[src/core/tux_pkg.sv]
// package with register map, field layout and carriers of the timer unit
package tux_pkg;
   // register indexes; byte address is four times the index
   localparam logic [7:0] IDX_TMR1 = 8'h21;
   localparam logic [7:0] IDX_TMR2 = 8'h22;
   localparam logic [7:0] IDX_MODE = 8'h23;
   localparam logic [7:0] IDX_TMRX = 8'h25;
   localparam logic [7:0] IDX_TMRY = 8'h27;
   localparam logic [7:0] IDX_CSS  = 8'h28;
   localparam logic [7:0] IDX_IEN1 = 8'h3E;
   localparam logic [7:0] IDX_STAT = 8'h40;
   localparam logic [7:0] IDX_CLR  = 8'h41;
   localparam logic [7:0] IDX_EN   = 8'h42;
   localparam logic [7:0] IDX_CTRL = 8'h43;

   localparam int ADR_W = 10;
   localparam int NUM_TMR = 4;
   localparam int NUM_EVT = 6;

   // count source select fields
   localparam int CSS_X = 0;
   localparam int CSS_Y = 1;
   localparam int CSS_12 = 2;
   localparam logic [7:0] CSS_MASK = 8'h07;
   // irq enable one fields for the two pin timers
   localparam int IEN1_X = 6;
   localparam int IEN1_Y = 7;
   // control register: low-speed mode bit
   localparam int CTRL_LOW_SPEED = 0;
   // operating mode field layout per pin timer, timer y sits 4 bits higher
   localparam int MODE_STRIDE = 4;
   localparam int MODE_EDGE = 2;
   localparam int MODE_STOP = 3;
   // timer indexes and event bits
   localparam int T_X = 0;
   localparam int T_Y = 1;
   localparam int T_1 = 2;
   localparam int T_2 = 3;
   localparam int EVT_PIN0 = 4;

   localparam logic [7:0] REG_RST = 8'h00;
   localparam logic [7:0] TMR_RST = 8'hFF;
   localparam logic [3:0] DIV16_LAST = 4'hF;

   typedef enum logic [1:0] {
      TUX_MODE_TIMER,
      TUX_MODE_PULSE,
      TUX_MODE_EVENT,
      TUX_MODE_WIDTH
   } tux_mode_t;

   typedef struct packed {
      logic             cyc;
      logic             stb;
      logic             we;
      logic [ADR_W-1:0] adr;
      logic [3:0]       sel;
      logic [31:0]      dat;
   } tux_wb_req_t;

   typedef struct packed {
      logic       pin_o;
      logic       pin_oe_n;
   } tux_pin_drv_t;
endpackage : tux_pkg

[src/core/tux_down_timer.sv]
// one 8-bit reload down-counter with latch
`timescale 1ns/1ns
module tux_down_timer
   import tux_pkg::*;
(
   // clock and reset
   input  wire logic       ref_clk,
   input  wire logic       sys_rst,
   // control
   input  wire logic       tick,
   input  wire logic       load,
   input  wire logic [7:0] load_val,
   // state
   output logic [7:0]      count,
   output logic            underflow
);
   logic [7:0] latch;
   logic [7:0] next_latch;
   logic [7:0] next_count;
   logic       next_underflow;

   always_comb
   begin
      next_latch     = latch;
      next_count     = count;
      next_underflow = 1'b0;
      if (load)
      begin
         // a write sets latch and counter together
         next_latch = load_val;
         next_count = load_val;
      end
      else if (tick)
      begin
         if (count == 8'h00)
         begin
            next_count     = latch;
            next_underflow = 1'b1;
         end
         else
         begin
            next_count = count - 8'h01;
         end
      end
   end

   always_ff @(posedge ref_clk)
   begin
      if (sys_rst)
      begin
         latch     <= TMR_RST;
         count     <= TMR_RST;
         underflow <= 1'b0;
      end
      else
      begin
         latch     <= next_latch;
         count     <= next_count;
         underflow <= next_underflow;
      end
   end
endmodule : tux_down_timer

[src/core/tux_timer_unit.sv]
// four reload timers with pin modes, wishbone registers and interrupt
//
// Behaviour
// - bit0 picks timer x /16 or /2
// - bit1 picks timer y, same encoding
// - low-speed mode divides sub-oscillator instead
// - bit2 picks timers 1,2: /16 or sub-oscillator
// - select bits 3..7 unimplemented; reset zero
// - enable bit6 gates timer x interrupt
// - enable bit7 gates timer y interrupt
// - other enable bits stored, read/write, reset zero
// - interrupt when programmed interval elapses
// - underflow reloads counter from latch
// - pulse mode toggles pin on underflow
// - event mode counts external pin edges
// - width mode counts while pin at level
// - mode fields: timer, pulse, event, width
// - stop bit halts counting; mode resets zero
// - edge bit: start level, count edge, irq edge
// - width: 0 high/falling, 1 low/rising
`timescale 1ns/1ns
module tux_timer_unit
   import tux_pkg::*;
(
   // clock and reset
   input  wire logic          ref_clk,
   input  wire logic          sys_rst,
   // wishbone slave
   input  tux_wb_req_t        wb_req,
   output logic               wb_ack_o,
   output logic [31:0]        wb_dat_o,
   // oscillator inputs, sampled as levels
   input  wire logic          main_osc_input,
   input  wire logic          sub_osc_input,
   // external timer pins
   input  wire logic          ext_timer_pin_zero_i,
   output tux_pin_drv_t       ext_timer_pin_zero,
   input  wire logic          ext_timer_pin_one_i,
   output tux_pin_drv_t       ext_timer_pin_one,
   // interrupt
   output logic               irq
);
   function automatic logic hit(input logic [ADR_W-1:0] adr, input logic [7:0] idx);
      hit = (adr == {idx, 2'b00});
   endfunction : hit
   // synchronisers for pins and oscillators
   logic [3:0] sync_a;
   logic [3:0] sync_b;
   logic [3:0] sync_c;
   logic [3:0] raw_in;
   assign raw_in = {ext_timer_pin_one_i, ext_timer_pin_zero_i, sub_osc_input, main_osc_input};

   // first stage feeds only the second; third stage is for edge detection
   always_ff @(posedge ref_clk)
   begin
      if (sys_rst)
      begin
         sync_a <= 4'h0;
         sync_b <= 4'h0;
         sync_c <= 4'h0;
      end
      else
      begin
         sync_a <= raw_in;
         sync_b <= sync_a;
         sync_c <= sync_b;
      end
   end

   logic [1:0] pin_lvl;
   logic [1:0] pin_rise;
   logic [1:0] pin_fall;
   logic       main_rise;
   logic       sub_rise;
   assign main_rise = sync_b[0] & ~sync_c[0];
   assign sub_rise  = sync_b[1] & ~sync_c[1];
   assign pin_lvl   = sync_b[3:2];
   assign pin_rise  = sync_b[3:2] & ~sync_c[3:2];
   assign pin_fall  = ~sync_b[3:2] & sync_c[3:2];
   // registers
   logic [7:0]         css;
   logic [7:0]         ien1;
   logic [7:0]         mode;
   logic [7:0]         ctrl;
   logic [NUM_EVT-1:0] stat;
   logic [NUM_EVT-1:0] evt_en;
   logic [7:0]         next_css;
   logic [7:0]         next_ien1;
   logic [7:0]         next_mode;
   logic [7:0]         next_ctrl;
   logic [NUM_EVT-1:0] next_stat;
   logic [NUM_EVT-1:0] next_evt_en;
   logic               next_ack;
   logic [31:0]        next_dat;
   logic               next_irq;
   logic               wr;
   logic [7:0]         wdat;
   logic [NUM_TMR-1:0] tmr_load;
   logic [7:0]         tmr_cnt [NUM_TMR];
   logic [NUM_TMR-1:0] tmr_uf;
   logic [NUM_TMR-1:0] tmr_tick;
   logic [1:0]         pin_evt;
   logic [NUM_EVT-1:0] evt_gate;
   assign wr   = wb_req.cyc & wb_req.stb & wb_req.we & wb_ack_o & wb_req.sel[0];
   assign wdat = wb_req.dat[7:0];
   assign tmr_load[T_X] = wr & hit(wb_req.adr, IDX_TMRX);
   assign tmr_load[T_Y] = wr & hit(wb_req.adr, IDX_TMRY);
   assign tmr_load[T_1] = wr & hit(wb_req.adr, IDX_TMR1);
   assign tmr_load[T_2] = wr & hit(wb_req.adr, IDX_TMR2);

   always_comb
   begin
      next_css    = css;
      next_ien1   = ien1;
      next_mode   = mode;
      next_ctrl   = ctrl;
      next_evt_en = evt_en;
      // hardware set wins over a clear in the same cycle
      next_stat   = stat | {pin_evt, tmr_uf};
      if (wr)
      begin
         if (hit(wb_req.adr, IDX_CSS))
         begin
            next_css = wdat & CSS_MASK;
         end
         else if (hit(wb_req.adr, IDX_IEN1))
         begin
            next_ien1 = wdat;
         end
         else if (hit(wb_req.adr, IDX_MODE))
         begin
            next_mode = wdat;
         end
         else if (hit(wb_req.adr, IDX_CTRL))
         begin
            next_ctrl = wdat & 8'h01;
         end
         else if (hit(wb_req.adr, IDX_EN))
         begin
            next_evt_en = wdat[NUM_EVT-1:0];
         end
         else if (hit(wb_req.adr, IDX_CLR))
         begin
            next_stat = (stat & ~wdat[NUM_EVT-1:0]) | {pin_evt, tmr_uf};
         end
      end
   end
   // bus answer; a write lands at the edge where the master samples ack
   always_comb
   begin
      next_ack = wb_req.cyc & wb_req.stb & ~wb_ack_o;
      next_dat = 32'h0000_0000;
      if (hit(wb_req.adr, IDX_CSS))
      begin
         next_dat[7:0] = css;
      end
      else if (hit(wb_req.adr, IDX_IEN1))
      begin
         next_dat[7:0] = ien1;
      end
      else if (hit(wb_req.adr, IDX_MODE))
      begin
         next_dat[7:0] = mode;
      end
      else if (hit(wb_req.adr, IDX_CTRL))
      begin
         next_dat[7:0] = ctrl;
      end
      else if (hit(wb_req.adr, IDX_STAT))
      begin
         next_dat[NUM_EVT-1:0] = stat;
      end
      else if (hit(wb_req.adr, IDX_EN))
      begin
         next_dat[NUM_EVT-1:0] = evt_en;
      end
      else if (hit(wb_req.adr, IDX_TMRX))
      begin
         next_dat[7:0] = tmr_cnt[T_X];
      end
      else if (hit(wb_req.adr, IDX_TMRY))
      begin
         next_dat[7:0] = tmr_cnt[T_Y];
      end
      else if (hit(wb_req.adr, IDX_TMR1))
      begin
         next_dat[7:0] = tmr_cnt[T_1];
      end
      else if (hit(wb_req.adr, IDX_TMR2))
      begin
         next_dat[7:0] = tmr_cnt[T_2];
      end
      // timer x and y interrupts also need their enable bits
      evt_gate = evt_en;
      evt_gate[T_X] = evt_en[T_X] & ien1[IEN1_X];
      evt_gate[T_Y] = evt_en[T_Y] & ien1[IEN1_Y];
      next_irq = |(next_stat & evt_gate);
   end

   always_ff @(posedge ref_clk)
   begin
      if (sys_rst)
      begin
         css      <= REG_RST;
         ien1     <= REG_RST;
         mode     <= REG_RST;
         ctrl     <= REG_RST;
         stat     <= '0;
         evt_en   <= '0;
         wb_ack_o <= 1'b0;
         wb_dat_o <= 32'h0000_0000;
         irq      <= 1'b0;
      end
      else
      begin
         css      <= next_css;
         ien1     <= next_ien1;
         mode     <= next_mode;
         ctrl     <= next_ctrl;
         stat     <= next_stat;
         evt_en   <= next_evt_en;
         wb_ack_o <= next_ack;
         wb_dat_o <= next_dat;
         irq      <= next_irq;
      end
   end
   // count sources
   logic [3:0] div_cnt;
   logic [3:0] next_div_cnt;
   logic       base_rise;
   logic       tick2;
   logic       tick16;
   logic       tick_sub;

   always_comb
   begin
      // low-speed mode swaps the divider input to the sub-oscillator
      base_rise    = ctrl[CTRL_LOW_SPEED] ? sub_rise : main_rise;
      next_div_cnt = base_rise ? div_cnt + 4'h1 : div_cnt;
      tick2        = base_rise & div_cnt[0];
      tick16       = base_rise & (div_cnt == DIV16_LAST);
      tick_sub     = sub_rise;
   end

   always_ff @(posedge ref_clk)
   begin
      if (sys_rst)
      begin
         div_cnt <= 4'h0;
      end
      else
      begin
         div_cnt <= next_div_cnt;
      end
   end
   // timers 1 and 2 have no stop bit and always count
   assign tmr_tick[T_1] = css[CSS_12] ? tick_sub : tick16;
   assign tmr_tick[T_2] = tmr_tick[T_1];
   // pin timers x and y
   logic [1:0] pin_out;
   logic [1:0] next_pin_out;
   logic [1:0] pin_drive;
   logic [1:0] next_pin_drive;

   genvar g;
   generate
      for (g = 0; g < 2; g++)
      begin : g_pin
         tux_mode_t md;
         logic      edge_sel;
         logic      stop;
         logic      src;
         assign md       = tux_mode_t'(mode[g*MODE_STRIDE +: 2]);
         assign edge_sel = mode[g*MODE_STRIDE + MODE_EDGE];
         assign stop     = mode[g*MODE_STRIDE + MODE_STOP];
         assign src      = css[g] ? tick2 : tick16;

         always_comb
         begin
            case (md)
               TUX_MODE_EVENT:
                  // rising edges on 0, falling edges on 1
                  tmr_tick[g] = ~stop & (edge_sel ? pin_fall[g] : pin_rise[g]);
               TUX_MODE_WIDTH:
                  // count only while the pin sits at the measured level
                  tmr_tick[g] = ~stop & src & (pin_lvl[g] == ~edge_sel);
               default:
                  tmr_tick[g] = ~stop & src;
            endcase
            // pin interrupt edge: falling on 0, rising on 1, in every mode
            pin_evt[g] = edge_sel ? pin_rise[g] : pin_fall[g];
            next_pin_drive[g] = (md == TUX_MODE_PULSE);
            if (md != TUX_MODE_PULSE || stop)
            begin
               // parked at the start level so a restart begins cleanly
               next_pin_out[g] = ~edge_sel;
            end
            else
            begin
               next_pin_out[g] = pin_out[g] ^ tmr_uf[g];
            end
         end
      end

      for (g = 0; g < NUM_TMR; g++)
      begin : g_tmr
         tux_down_timer u_tmr (
            .ref_clk   (ref_clk),
            .sys_rst   (sys_rst),
            .tick      (tmr_tick[g]),
            .load      (tmr_load[g]),
            .load_val  (wdat),
            .count     (tmr_cnt[g]),
            .underflow (tmr_uf[g])
         );
      end
   endgenerate
   always_ff @(posedge ref_clk)
   begin
      if (sys_rst)
      begin
         pin_out   <= 2'b11;
         pin_drive <= 2'b00;
      end
      else
      begin
         pin_out   <= next_pin_out;
         pin_drive <= next_pin_drive;
      end
   end

   assign ext_timer_pin_zero.pin_o    = pin_out[0];
   assign ext_timer_pin_zero.pin_oe_n = ~pin_drive[0];
   assign ext_timer_pin_one.pin_o     = pin_out[1];
   assign ext_timer_pin_one.pin_oe_n  = ~pin_drive[1];
endmodule : tux_timer_unit

[config.mk]
export PLATFORM = sky130hd
export DESIGN_NAME = tux_timer_unit
export DESIGN_NICKNAME = d
export VERILOG_FILES = /design/src/core/tux_pkg.sv /design/src/core/tux_down_timer.sv /design/src/core/tux_timer_unit.sv
export SDC_FILE = /design/constraint.sdc
export NUM_CORES = 1
export LEC_CHECK = 0
export ABC_AREA = 1
export BUFFER_PORTS_ARGS = -buffer_cell sky130_fd_sc_hd__clkbuf_2
export CORE_MARGIN = 1
export CORE_UTILIZATION = 40
export CTS_BUF_LIST = sky130_fd_sc_hd__clkbuf_8 sky130_fd_sc_hd__clkbuf_16
export DETAILED_ROUTE_END_ITERATION = 8
export MAX_ROUTING_LAYER = met4
export PLACE_DENSITY_LB_ADDON = 0.12
export SKIP_CTS_REPAIR_TIMING = 1
export SLEW_MARGIN = 5
export SYNTH_ARGS = -nofsm -noshare
export SYNTH_HDL_FRONTEND = slang
export SYNTH_HIERARCHICAL = 1
export SYNTH_SLANG_ARGS = --single-unit
[constraint.sdc]
create_clock -name ref_clk -period 3.9 [get_ports ref_clk]
set_input_delay 0.78 -clock ref_clk [delete_from_list [all_inputs] [get_ports ref_clk]]
set_output_delay 0.78 -clock ref_clk [all_outputs]
set_load 0.005 [all_outputs]
# Word level (Yosys, flattened, before mapping)
# Index checks and enable logic that the tools add are counted.
# word_totals
wordCells	170
inputBits	55
register_bits	154
# classes
n_mux	47
n_reduce_logical	20
n_addsub	5
bitwise_logic	48
eq_ne	22
# op_table
op	n
$mux 8	20
$eq 10x8->1 const B	7
$mux 6	9
$eq 10x9->1 const B	4
$logic_not 8->1	4
$sub 8x1->8 const B	4
$and 1x1->1	21
$not 1->1	16
$mux 1	14
$and 6x6->6	2
$or 6x6->6	2
$reduce_or 3->1	4
$eq 2x2->1 const B	4
$reduce_bool 2->1	4
$not 6->6	1
$reduce_and 6->1	1
$reduce_or 6->1	1
$reduce_and 5->1	1
$add 4x1->4 const B	1
$and 2x2->2	2
$eq 2x1->1 const B	2
$eq 4x4->1 const B	1
$mux 2	2
$ne 2x1->1 const B	2
8 further kinds	13

# Longest topological paths before layout
# logic_depth
depth_word	13
mapped_depth	13

# By module
# The synthesis kept the hierarchy.
# modules_own_cells
module	n_inst	cells_each	area_per_inst_um2
tux_down_timer	4	136	915.9
tux_timer_unit	1	489	3387.0

# Worst setup path before layout
# No wires, ideal clock.
# synth_path
path_kind	in2reg
startpoint	input wb_req[45] (netlist name)
endpoint	register g_tmr[1].u_tmr.count[0]
path_stages	12
path_slack_ns	1.745
t_arrival_ns	2.032
setup_ns	0.124
n_path_buf	2
required_time_ns	3.776
path_cell_list	nor2_2 -> nand2_1 -> nor2_2 -> nand2_2 -> buf_6 -> nor2_1 -> buf_2 -> inv_1 -> nand2_1 -> inv_1 -> nand3_1 -> nand3_1
# synth_between
elab_chain_len	3
word_cells_on_any_way	4
cone_classes	1 x eq/ne; 1 x mux; 1 x bitwise; 1 x reduce/logical
# synth_lines
item	line_no	text
start: declaration	tux_timer_unit.sv:29	input tux_wb_req_t wb_req,
$eq 10x8->1 (*)	tux_timer_unit.sv:44	hit = (adr == {idx, 2'b00});
$and 1x1->1 (*)	tux_timer_unit.sv:107	assign tmr_load[T_Y] = wr & hit(wb_req.adr, IDX_TMRY);
net tmr_load[1]	tux_timer_unit.sv:98	logic [NUM_TMR-1:0] tmr_load;
$mux 8 / $reduce_bool 2->1 (equally long branches)	n/a	
end signal: assignment	tux_down_timer.sv:58	count <= next_count;
end: declaration	tux_down_timer.sv:14	output logic [7:0] count,
# The timed path passes the listed nets; every way through them passes the cells marked *.
# A chain may end at the register's enable or synchronous reset.

# Worst setup path after layout
# layout_path
startpoint	register ctrl[0]
endpoint	register g_tmr[2].u_tmr.count[1]
# layout_between
elab_chain_len	4
# layout_lines
item	line_no	text
start: declaration	tux_timer_unit.sv:84	logic [7:0] ctrl;
start signal: assignment	tux_timer_unit.sv:219	ctrl <= next_ctrl;
$mux 1	tux_timer_unit.sv:238	base_rise = ctrl[CTRL_LOW_SPEED] ? sub_rise : main_rise;
$and 1x1->1	tux_timer_unit.sv:241	tick16 = base_rise & (div_cnt == DIV16_LAST);
$mux 1	tux_timer_unit.sv:257	assign tmr_tick[T_1] = css[CSS_12] ? tick_sub : tick16;
net tmr_tick[2]	tux_timer_unit.sv:101	logic [NUM_TMR-1:0] tmr_tick;
$reduce_bool 2->1 (no line)	n/a	
end signal: assignment	tux_down_timer.sv:58	
end: declaration	tux_down_timer.sv:14	
# The timed path passes the listed nets, and every way through them passes these cells.

==> impl_metrics.json <==
{
  "cts_tree": "yes",
  "clk_pin_slew_ps": 60,
  "fillers": 1817,
  "crit_required_ps": 4270,
  "cp.arrival_ps": 2750,
  "drt-initial-drc-count": 418,
  "max_freq_mhz": 419,
  "die_h_um": 135,
  "use_met2": 0.340,
  "cpLargestDelayFamily": "simple AND/OR/NAND/NOR gates",
  "cts.sinks": 130,
  "portBuffers": 41,
  "whs_path_depth": 2,
  "switchingPower_mw": 0.721,
  "pwr-share-seq": 0.449,
  "vdd_ir_drop_max_v": 0.000323,
  "synth_most_common_cell": "nand2_1",
  "crit_cells": 10,
  "maxSlewViolCount": 0,
  "cts.htree.levels": 4,
  "dp_hpwl_um": 13700,
  "vias_per_cell": 4.93,
  "slowest_stage": "o21ai_0",
  "post-route-util": 0.461,
  "antenna_found_initial": 0,
  "drive_gt1_frac": 0.127,
  "num_antenna_cells": 0,
  "yosys_warnings": 6,
  "worstMarginPinSlew_ps": 816,
  "die_x_um": 135,
  "netlist.area_leader.share": 0.369,
  "final_hold_viol_count": 0,
  "crit_fanout": 6,
  "synth.area.top_cells": "dfxtp_1 37%, nand2_1 13%, inv_1 7.8%",
  "cp-start-kind": "register",
  "skew_ps": 10.7,
  "final.setup.tns_ps": 0,
  "whs_ps": 402,
  "first_global_vias": 5814,
  "power.leakage_nw": 3.83,
  "final_area_um2": 7950,
  "seq_area_frac_synth": 0.369,
  "pwr-share-comb": 0.039,
  "rsz0062_at_grt": "no",
  "internal_power_mw": 2.26,
  "outcome": "finished clean",
  "grt_use_total": 0.226,
  "synth_edf_count": 0,
  "pwr-share-clk": 0.513,
  "area_growth_pct": 12.8,
  "yosys.area.top_type": "dfxtp_1",
  "synth_flop_cell": "dfxtp_1",
  "drc_errors": 0,
  "clk_path_buf_depth": 2,
  "r2r_cells": 10,
  "path_cells": "inv_1, o21ai_0, nand2_1, nor2_1, nand3_1, o21ai_0, nand2_1, inv_1, nand3_1, nand3_1",
  "busiest_layer": "met2",
  "ctsRootBufferMaster": "clkbuf_16",
  "ant_nets": 0,
  "finalWirelength_um": 18900,
  "clk_latency_ps": 430,
  "worst-setup-path-type": "reg -> reg",
  "core-area_um2": 17200,
  "switching_share": 0.242,
  "dr_total_vias": 6490,
  "syn_avg_cell_area_um2": 6.83,
  "hp-class": "reg -> reg",
  "ys_top_cells_by_count": "247 x nand2_1, 147 x inv_1, 130 x dfxtp_1",
  "async_flop_share": 0,
  "synthCells": 1033,
  "global_route.overflow_total": 0,
  "critPathBufInv": 2,
  "met3_usage": 0.0432,
  "met1_usage": 0.296,
  "grt_pass1_wl_um": 30400,
  "power.density_nw_per_um2": 375,
  "finalSetupViolCount": 0,
  "r2r_slack_ps": 1510,
  "dr.pass1.iters": 5,
  "slew_headroom": 0.450,
  "rows": 48,
  "numCtsBuffers": 17,
  "grt_max_degree": 27,
  "fin_crit_ps": 2390,
  "start_util": 0.409,
  "final_net_count": 1143,
  "netlist_area_um2": 7050,
  "slowest_delay_ps": 480,
  "placed_area_um2": 7390,
  "fin_crit_sh": 0.612,
  "wire_per_inst_um": 14.4,
  "synth_seq_cells": 130,
  "die_area_um2": 18200,
  "worstSetupEndpointType": "register",
  "ios": 93,
  "synth_cell_types": 41,
  "cpMostUsedCell": "nand3_1",
  "gp_congestion": 0.862,
  "maxCapViolations": 0
}
==> flip-flops by register name (all words and copies together) (netlist names), 3 cells and up <==
name / cells
g_tmr.u_tmr/underflow: 4
div_cnt: 4
wb_dat_o: 8
g_tmr.u_tmr/count: 32
sync_c: 4
ien1: 8
mode: 8
sync_b: 4
stat: 6
sync_a: 4
evt_en: 6
css: 3
g_tmr.u_tmr/latch: 32
==> power by group through the flow <==
stage | combinational [mW] | sequential (mW) | clock [mW]
after floorplan | 0.0748 | 1.37 | 0
after global placement | 0.114 | 1.37 | 0
after detailed placement | 0.115 | 1.37 | 0
after CTS | 0.115 | 1.34 | 1.57
after global routing | 0.128 | 1.34 | 1.62
final | 0.115 | 1.34 | 1.53
==> logic make-up after synthesis <==
kind of cell / synth area share
xor+xnor: 0.00745
simple gates: 0.341
other cells: 0.000532
flops: 0.369
compound gates: 0.140
buf+inv: 0.126
fa+ha+maj: 0.0160
==> routing by layer <==
layer | part of all wire | vias to the layer above
met5 | 0 | -
li1 | - | 3385
met2 | 0.44 | 144
met1 | 0.49 | 2927
met3 | 0.045 | 34
met4 | 0.030 | 0
==> layout by cell type, fill, tap and decap left out, types with 3 or more instances in the layout <==
cell type / instances
nand2_1: 247
inv_1: 147
dfxtp_1: 130
nand3_1: 95
a21oi_1: 81
nor2_1: 72
o21ai_0: 62
clkbuf_2: 41
conb_1: 24
o211ai_1: 18
clkbuf_16: 17
nor3_1: 14
nor2_2: 13
nor2_4: 12
nand4_1: 11
ha_1: 9
nand3b_1: 8
inv_2: 7
a211oi_1: 7
nand2_2: 6
or2_0: 6
buf_4: 6
nor3_4: 5
nand2_4: 5
clkinv_1: 5
inv_6: 5
clkinvlp_4: 5
clkinv_2: 4
o21ai_1: 4
xnor2_1: 4
o21a_1: 3
nand3_2: 3
==> per-stage QoR <==
step / total power, mW / cells / worst slack, ps
after floorplan: 1.44 / 1056 / 1740
after global placement: 1.48 / 1285 / 1120
after detailed placement: 1.48 / 1285 / 1110
after CTS: 3.02 / 1317 / 1520
after global routing: 3.09 / 1317 / 1230
final: 2.98 / 1317 / 1510
==> tightest hold or removal path, cell delays in order, from the launching register on <==
cell,delay [ps]
dfxtp_1,290
inv_1,40
nor2_1,30
==> area by class of cell <==
class                   instances  area [um2]  area share
clock inverters                14         126      0.0159
repair buffers                 47         250      0.0315
flip-flops and latches        130        2600       0.327
well taps                     225         282      0.0354
clock buffers                  18         439      0.0552
inverters                     160         602      0.0757
multi-input cells             723        3650       0.459
==> worst paths after layout <==
kind                                          endpoint                  from
hold reg to reg                   sync_b[3]$_SDFF_PP0_  sync_a[3]$_SDFF_PP0_
setup / recovery  g_tmr[2].u_tmr/count[1]$_SDFFE_PP1P_  ctrl[0]$_SDFFE_PP0P_
hold / removal                    sync_b[3]$_SDFF_PP0_  sync_a[3]$_SDFF_PP0_
setup reg to reg  g_tmr[2].u_tmr/count[1]$_SDFFE_PP1P_  ctrl[0]$_SDFFE_PP0P_
No activity file was read; power rests on OpenSTA's default activity.
